`config.mk`:
```
export PLATFORM = sky130hd
export DESIGN_NAME = interrupt_vector_map
export DESIGN_NICKNAME = d
export VERILOG_FILES = /design/src/ivm_pkg.sv /design/src/interrupt_vector_map.sv /design/src/ivm_slot_select.sv
export SDC_FILE = /design/constraint.sdc
export NUM_CORES = 1
export LEC_CHECK = 0
export ABC_AREA = 1
export BUFFER_PORTS_ARGS = -buffer_cell sky130_fd_sc_hd__buf_2
export CORE_ASPECT_RATIO = 0.9
export CORE_UTILIZATION = 56
export DETAILED_ROUTE_END_ITERATION = 7
export HOLD_SLACK_MARGIN = 0.06
export PLACE_DENSITY_LB_ADDON = 0.25
export SLEW_MARGIN = 5
export SYNTH_ARGS = -nofsm -noshare
export SYNTH_HDL_FRONTEND = slang
export SYNTH_HIERARCHICAL = 1
export SYNTH_SLANG_ARGS = --single-unit
```
`constraint.sdc`:
```
create_clock -name ref_clk -period 56 [get_ports ref_clk]
set_clock_uncertainty 0.05 [all_clocks]
set_input_delay 16.8 -clock ref_clk [delete_from_list [all_inputs] [get_ports ref_clk]]
set_output_delay 16.8 -clock ref_clk [all_outputs]
set_load 0.01 [all_outputs]
```
`src/ivm_pkg.sv`:
```
`default_nettype none
package ivm_pkg;

  // Program address width of the core and slot count
  localparam int IVM_ADDR_W = 24;
  localparam int IVM_NUM_SRC = 42;
  localparam int IVM_NUM_FIXED = 8;
  localparam int IVM_NUM_MASK = IVM_NUM_SRC - IVM_NUM_FIXED;
  localparam int IVM_IDX_W = 6;

  // Level encodings
  localparam logic [1:0] IVM_LEVEL_NMI = 2'h3;
  localparam logic [1:0] IVM_LEVEL_OFF = 2'h3;

  // Reset values
  localparam logic [IVM_IDX_W-1:0] IVM_IDX_RESET = 6'h00;
  localparam logic [IVM_ADDR_W-1:0] IVM_ADDR_RESET = 24'h000000;

  // Index of the parallel host command source in slot order
  localparam logic [IVM_IDX_W-1:0] IVM_IDX_HOST_CMD = 6'h21;

  // Slot offsets from the vector base, in slot order; each slot is two words
  localparam logic [7:0] IVM_SLOT_OFFSET [IVM_NUM_SRC] = '{
    8'h00, 8'h02, 8'h04, 8'h06, 8'h08, 8'h0a, 8'h0c, 8'h0e,
    8'h18, 8'h1a, 8'h1c, 8'h1e, 8'h20, 8'h22,
    8'h28, 8'h2a, 8'h2e,
    8'h30, 8'h32, 8'h34, 8'h36,
    8'h38, 8'h3a, 8'h3c, 8'h3e,
    8'h40, 8'h42, 8'h44, 8'h48, 8'h4a, 8'h4c,
    8'h60, 8'h62, 8'h64,
    8'h70, 8'h72, 8'h74, 8'h76,
    8'h78, 8'h7a, 8'h7c, 8'h7e
  };

  // Request lines, grouped per peripheral; four-entry groups are
  // [0] data, [1] even data, [2] data with exception, [3] last slot
  typedef struct packed {
    logic [7:0] fixedReq;
    logic [5:0] dmaReq;
    logic audioUnderrun;
    logic audioBlockDone;
    logic audioDataEmpty;
    logic [3:0] sap0Rx;
    logic [3:0] sap0Tx;
    logic serHostTxData;
    logic serHostTxUnderrun;
    logic serHostRxNotEmpty;
    logic serHostRxFull;
    logic serHostRxOverrun;
    logic serHostBusError;
    logic parHostRxFull;
    logic parHostTxEmpty;
    logic parHostCommand;
    logic [3:0] sap1Rx;
    logic [3:0] sap1Tx;
  } ivm_req_type;

  // Vector offered to the core
  typedef struct packed {
    logic valid;
    logic [1:0] level;
    logic [IVM_IDX_W-1:0] source;
    logic [IVM_ADDR_W-1:0] addr;
  } ivm_vector_type;

  // Offer sequencer, Gray coded along IDLE, OFFER, SETTLE
  typedef enum logic [1:0] {
    IVM_IDLE = 2'b00,
    IVM_OFFER = 2'b01,
    IVM_SETTLE = 2'b11
  } ivm_state_type;

endpackage : ivm_pkg
`default_nettype wire

```
`src/interrupt_vector_map.sv`:
```
// Notes on behaviour
// - Eight lowest slots, 0x00 to 0x0E, are fixed nonmaskable level three.
// - Audio port 0 receive: data, even, exception, last at 0x30 to 0x36, maskable.
// - Audio port 0 transmit: same order at 0x38 to 0x3E, maskable.
// - Audio port 1 receive: same order at 0x70 to 0x76, maskable.
// - Audio port 1 transmit: same order at 0x78 to 0x7E, maskable.
// - Serial host port slots 0x40, 0x42, 0x44, 0x48, 0x4A, 0x4C; 0x46 spare.
// - Parallel host: 0x60 receive full, 0x62 transmit empty, 0x64 default command.
// - Audio transmitter: 0x28 underrun, 0x2A block done, 0x2E empty; 0x2C spare.
`default_nettype none
module interrupt_vector_map
  import ivm_pkg::*;
#(
  parameter int ADDR_W = IVM_ADDR_W
) (
  input wire logic ref_clk,
  input wire logic reset,
  input wire ivm_req_type reqIn,
  input wire logic [IVM_NUM_MASK-1:0][1:0] levelSel,
  input wire logic [1:0] coreMask,
  input wire logic [ADDR_W-1:0] vectorBaseAddress,
  input wire logic hostCmdVecValid,
  input wire logic [7:0] hostCmdVecOffset,
  input wire logic coreAck,
  output ivm_vector_type vecOut,
  output logic [IVM_NUM_SRC-1:0] srcAck
);

  logic [IVM_NUM_SRC-1:0] reqFlat;
  logic found;
  logic [IVM_IDX_W-1:0] pickIdx;
  logic [1:0] pickLevel;
  logic [7:0] pickOffset;
  logic [ADDR_W-1:0] pickAddr;
  logic useHostSlot;
  logic [7:0] hostCmdSlot;
  ivm_vector_type offer;
  ivm_state_type state_q;
  ivm_state_type state_d;
  ivm_vector_type vec_q;
  ivm_vector_type vec_d;
  logic [IVM_NUM_SRC-1:0] srcAck_q;
  logic [IVM_NUM_SRC-1:0] srcAck_d;

  ////////////////////////////////////////////////////////////////////////////
  // Request lines laid out in slot order, matching the offset table
  // Nonmaskable group, never gated by the core mask
  assign reqFlat[7:0] = reqIn.fixedReq;

  // Direct-memory-access channels 0 to 5
  assign reqFlat[13:8] = reqIn.dmaReq;

  // Transmitter underrun, block done, then empty; 0x2C has no source
  assign reqFlat[14] = reqIn.audioUnderrun;
  assign reqFlat[15] = reqIn.audioBlockDone;
  assign reqFlat[16] = reqIn.audioDataEmpty;

  // Audio port 0: data, even, exception, last; receive before transmit
  assign reqFlat[20:17] = reqIn.sap0Rx;
  assign reqFlat[24:21] = reqIn.sap0Tx;

  // Serial host port; 0x46 has no source
  assign reqFlat[25] = reqIn.serHostTxData;
  assign reqFlat[26] = reqIn.serHostTxUnderrun;
  assign reqFlat[27] = reqIn.serHostRxNotEmpty;
  assign reqFlat[28] = reqIn.serHostRxFull;
  assign reqFlat[29] = reqIn.serHostRxOverrun;
  assign reqFlat[30] = reqIn.serHostBusError;

  // Parallel host port; the command keeps 0x64 unless overridden
  assign reqFlat[31] = reqIn.parHostRxFull;
  assign reqFlat[32] = reqIn.parHostTxEmpty;
  assign reqFlat[33] = reqIn.parHostCommand;

  // Audio port 1 in the same four-entry order as port 0
  assign reqFlat[37:34] = reqIn.sap1Rx;
  assign reqFlat[41:38] = reqIn.sap1Tx;

  ////////////////////////////////////////////////////////////////////////////
  // Arbitration across all pending sources
  ivm_slot_select #(
    .NUM_SRC(IVM_NUM_SRC),
    .NUM_FIXED(IVM_NUM_FIXED)
  ) uSelect (
    .reqFlat(reqFlat),
    .levelSel(levelSel),
    .coreMask(coreMask),
    .found(found),
    .pickIdx(pickIdx),
    .pickLevel(pickLevel)
  );

  ////////////////////////////////////////////////////////////////////////////
  // Host command slot; slots are word pairs, so the low bit is forced even
  assign hostCmdSlot = {hostCmdVecOffset[7:1], 1'b0};
  // Override reaches only the host command source; 0x64 stays the default
  assign useHostSlot = (pickIdx == IVM_IDX_HOST_CMD) && hostCmdVecValid;

  // Slot offset lookup for the current winner
  always_comb begin
    pickOffset = IVM_SLOT_OFFSET[pickIdx];
    if (useHostSlot) begin
      pickOffset = hostCmdSlot;
    end
  end

  // Base plus offset; carry beyond the address width wraps, so a base near
  // the top of memory folds the upper slots back to the bottom
  assign pickAddr = vectorBaseAddress + ADDR_W'(pickOffset);

  // Candidate vector from the current winner, latched only in IDLE
  always_comb begin
    offer.valid = found;
    offer.level = pickLevel;
    offer.source = pickIdx;
    offer.addr = pickAddr;
  end

  ////////////////////////////////////////////////////////////////////////////
  // Offer sequencer: the vector stands until the core takes it, then one
  // settle cycle lets the source drop its line before the next pick, so a
  // level request already serviced is not offered twice
  always_comb begin
    state_d = state_q;
    case (state_q)
      IVM_IDLE: begin
        // No preemption: requests are looked at only here
        if (found) begin
          state_d = IVM_OFFER;
        end
      end
      IVM_OFFER: begin
        // Vector stands until the core takes it
        if (coreAck) begin
          state_d = IVM_SETTLE;
        end
      end
      IVM_SETTLE: begin
        // Source drops its line during this cycle
        state_d = IVM_IDLE;
      end
      default: begin
        state_d = IVM_IDLE;
      end
    endcase
  end

  // Sequencer state
  always_ff @(posedge ref_clk) begin
    if (reset) begin
      state_q <= IVM_IDLE;
    end else begin
      state_q <= state_d;
    end
  end

  ////////////////////////////////////////////////////////////////////////////
  // Offered vector: latched on a pick, held while it stands, valid dropped
  // on the edge that takes it
  always_comb begin
    vec_d = vec_q;
    case (state_q)
      IVM_IDLE: begin
        if (found) begin
          vec_d = offer;
        end
      end
      IVM_OFFER: begin
        if (coreAck) begin
          vec_d.valid = 1'b0;
        end
      end
      default: begin
        vec_d.valid = 1'b0;
      end
    endcase
  end

  // Vector register; all fields clear in reset
  always_ff @(posedge ref_clk) begin
    if (reset) begin
      vec_q.valid <= 1'b0;
      vec_q.level <= 2'h0;
      vec_q.source <= IVM_IDX_RESET;
      vec_q.addr <= IVM_ADDR_RESET;
    end else begin
      vec_q <= vec_d;
    end
  end

  ////////////////////////////////////////////////////////////////////////////
  // Source acknowledge: one pulse on the taken slot's bit, so a level
  // source can drop its line before the next pick
  always_comb begin
    srcAck_d = '0;
    if (state_q == IVM_OFFER && coreAck) begin
      srcAck_d[vec_q.source] = 1'b1;
    end
  end

  // Acknowledge register
  always_ff @(posedge ref_clk) begin
    if (reset) begin
      srcAck_q <= '0;
    end else begin
      srcAck_q <= srcAck_d;
    end
  end

  // Outputs straight from the registers
  assign vecOut = vec_q;
  assign srcAck = srcAck_q;

endmodule : interrupt_vector_map
`default_nettype wire

```
`src/ivm_slot_select.sv`:
```
`default_nettype none
module ivm_slot_select
  import ivm_pkg::*;
#(
  parameter int NUM_SRC = IVM_NUM_SRC,
  parameter int NUM_FIXED = IVM_NUM_FIXED
) (
  input wire logic [NUM_SRC-1:0] reqFlat,
  input wire logic [NUM_SRC-NUM_FIXED-1:0][1:0] levelSel,
  input wire logic [1:0] coreMask,
  output logic found,
  output logic [IVM_IDX_W-1:0] pickIdx,
  output logic [1:0] pickLevel
);

  logic [NUM_SRC-1:0] eligible;
  logic [NUM_SRC-1:0][1:0] effLevel;

  ////////////////////////////////////////////////////////////////////////////
  // Per-source level and eligibility
  for (genvar i = 0; i < NUM_SRC; i++) begin : gSrc
    if (i < NUM_FIXED) begin : gFixed
      // Lowest eight slots are always nonmaskable
      assign effLevel[i] = IVM_LEVEL_NMI;
      assign eligible[i] = reqFlat[i];
    end else begin : gMask
      // Programmed 0 to 2; the unused code 3 disables the source
      assign effLevel[i] = levelSel[i-NUM_FIXED];
      assign eligible[i] = reqFlat[i] && (levelSel[i-NUM_FIXED] != IVM_LEVEL_OFF)
        && (levelSel[i-NUM_FIXED] >= coreMask);
    end
  end

  ////////////////////////////////////////////////////////////////////////////
  // Highest level wins; lowest slot wins a tie
  always_comb begin
    found = 1'b0;
    pickIdx = IVM_IDX_RESET;
    pickLevel = 2'h0;
    for (int k = NUM_SRC - 1; k >= 0; k--) begin
      if (eligible[k] && (!found || effLevel[k] >= pickLevel)) begin
        found = 1'b1;
        pickIdx = IVM_IDX_W'(k);
        pickLevel = effLevel[k];
      end
    end
  end

endmodule : ivm_slot_select
`default_nettype wire
```
==> impl_metrics.toml <==
[outcome]
outcome = "finished clean"

[sta]
timing.final.crit_share = 0.925
final.setup.worst_slack_ps = 4190
finalMaxSlewViolations = 0
worst_slew_margin_rel = 0.491
rsz0062_at_grt = "no"
timing.fmax_mhz = 19.3
finalCriticalPeriod_ps = 51810
worst_slew_pin_slew_ps = 760
totalNegativeSetupSlack_ps = 0
hold_viol_final = 0
setup_viol_count_final = 0
timing.hold.ws_ps = 416

[logic_synthesis]
ys.flop_type = "dfxtp_1"
synth_enable_flop_cells = 0
synthesis.area_um2 = 9180
ys_seq_elements = 77
async_flop_share = 0
netlist_top_cells_count = "nand2_1 (315), inv_1 (292), nor2_1 (169)"
yosysWarningCount = 6
syn_nets = 1736
synthMostInstantiatedCell = "nand2_1"
post_synth_inst_count = 1465
ys_types = 48
largest_cells_by_area_after_synthesis = "dfxtp_1 (17%), ha_1 (17%), nand2_1 (13%), inv_1 (12%), nor2_1 (6.9%)"
biggest_area_consumer_among_synthesized_cells = "dfxtp_1"
fraction_of_the_yosys_area_taken_by_sequential_cells = 0.168
syn_avg_cell_area_um2 = 6.26
yosys.area.top_type_share = 0.168

[clock_tree]
root_buffer = "clkbuf_16"
tritoncts = "done"
cts.htree.levels = 3
clock_sink_count = 77
cts_resized = 0
clockBufferDepth = 2
cts-buffers-inserted = 9
clk_pin_slew_worst_paths_ps = 60
hold_buffers = 0
post_cts_setup_repair_buffer_count = 0
clkLatencyLatePin_ps = 330

[setup_path]
critical_path_type = "in -> reg"
end_kind = "flip-flop"
worst_r2r_src = "state_q[0]"
crit_fanout = 34
critPathRequiredTime_ps = 56180
worstPathBufferInverterCount = 43
cpLargestDelayFamily = "simple AND/OR/NAND/NOR gates"
slowest_delay_ps = 570
worst_r2r_endpoint = "vecOut[8]"
critPathLaunchType = "input pin"
critical_path_arrival_ps = 51990
regToRegSetupSlack_ps = 54250
reg2reg_depth = 7
critical_path.slowest_cell = "a31oi_1"
crit_path_most_repeated_cell = "o21ai_0"

[grt]
antenna_violations_before_repair = 0
track_usage = 0.257
grt_max_degree = 41
grt_pass1_vias = 8367
grt_overflow = 0
grt_pass1_wl_um = 35900

[flow_run]
drv.max_cap_violation_count = 0

[finish]
fillers = 1467
stdcell_area_um2 = 10800
layout-area-overhead-vs-synth_pct = 17.7
layout-drive-gt1-share = 0.225
nets = 1962

[min_path]
worstHoldEndpoint = "vecOut[32]"
hp-class = "reg -> reg"
min_delay_path_depth = 1
hold_path.startpoint = "state_q[0]"

[floorplan]
height_of_the_die_um = 123
row_count = 44
area_of_the_core_region_um2 = 16100
die_area_um2 = 16900
initial_core_utilization = 0.571
io_pins = 223
die_x_um = 137

[route]
vias_per_cell = 5.01
detailed_routing_iterations_pass_1 = 5
via_count = 9539
route.detailed.drc = 0
detail-route-antenna-nets = 0
postRouteWirelength_um = 22000
drtIter0Drc = 484
post_drt_wl_per_cell_um = 11.5

[pwr]
cellLeakagePower_nw = 6.45
power_density_nw_per_um2 = 21.0
power.ir.vdd_worst_uv = 24.5

[placed_design]
dpl_cell_area_um2 = 10500
pre_cts_ws_ps = 4090
detailed_place_hpwl_um = 18000
port-buffer-count = 221
place.gp.congestion = 0.930
-- state kept, by name, summed over array words and instances (netlist names) --
| signal | flops |
|---|---|
| vecOut | 33 |
| srcAck | 42 |
| state_q | 2 |
-- worst register-to-register path, delay by kind of cell (launching register included) --
kind                   cells  cell delay [ps]
buffers and inverters      3              560
AOI/OAI and AO/OA          1              120
and+or+nand+nor            3              600
DFF                        1              310
-- worst max path at each step --
stage	start	to	slack (ps)	cells past startpoint
floorplan	coreMask[1]	vecOut[21]	8360	278
global placement	coreMask[1]	vecOut[21]	5210	274
detailed placement	coreMask[1]	vecOut[9]	4090	270
CTS	coreMask[1]	vecOut[21]	4330	272
global route	coreMask[1]	vecOut[21]	250	279
finish	coreMask[1]	vecOut[21]	4190	272
-- cells by family (layout without fill, tap and decap cells) --
| logic type | after synthesis | in the layout | share of synthesized area |
|---|---|---|---|
| xor+xnor | 4 | 4 | 0.00382 |
| compound gates | 194 | 194 | 0.129 |
| buf+inv | 311 | 541 | 0.127 |
| other cells | 0 | 1 | 0 |
| flops | 77 | 77 | 0.168 |
| simple gates | 756 | 756 | 0.403 |
| fa+ha+maj | 123 | 123 | 0.169 |
-- metal layers --
layer / GRT usage / share of wire / wire [um]
met2: 0.455 / 0.47 / 10300
met5: 0 / 0 / 0
met3: 0.0340 / 0.040 / 886
met4: 0.0412 / 0.011 / 237
met1: 0.334 / 0.48 / 10600
-- report_power, final --
part           internal [W]  switching (W)  total (W)  leakage, nW
logic             0.0000440      0.0000712   0.000115         5.69
clock network     0.0000297      0.0000225  0.0000522        0.131
registers         0.0000575     0.00000162  0.0000591        0.629
-- layout make-up --
class	count	area, um^2	area share
multi-input combinational	1077	6470	0.599
sequential	77	1540	0.143
inverter	302	1130	0.105
timing repair buffer	224	1130	0.104
tap	207	259	0.0240
clock buffer	9	225	0.0209
clock inverter	6	40.0	0.00371
antenna	1	2.50	0.000232
-- cell usage in the layout, fill, tap and decap left out, drive strengths merged, types with 2 or more instances in the layout --
| cell | instances |
|---|---|
| a31oi | 6 |
| nand4 | 8 |
| and2 | 3 |
| clkinv | 6 |
| nand3 | 149 |
| dfxtp | 77 |
| nand3b | 4 |
| clkbuf | 9 |
| a21boi | 4 |
| o31ai | 2 |
| ha | 122 |
| xor2 | 4 |
| o21ai | 85 |
| nor3 | 7 |
| inv | 301 |
| nand2 | 398 |
| buf | 224 |
| o211ai | 29 |
| nor4 | 4 |
| o21a | 21 |
| nor2 | 173 |
| a21oi | 41 |
| or2 | 9 |
-- through the flow --
stage | power (W) | util | std cells
finish | 0.000227 | 0.672 | 1903
global placement | 0.000171 | 0.655 | 1887
global route | 0.000247 | 0.672 | 1902
floorplan | 0.000148 | - | 1465
CTS | 0.000227 | 0.672 | 1902
detailed placement | 0.000175 | 0.655 | 1887
(Power assumes the default switching activity.)
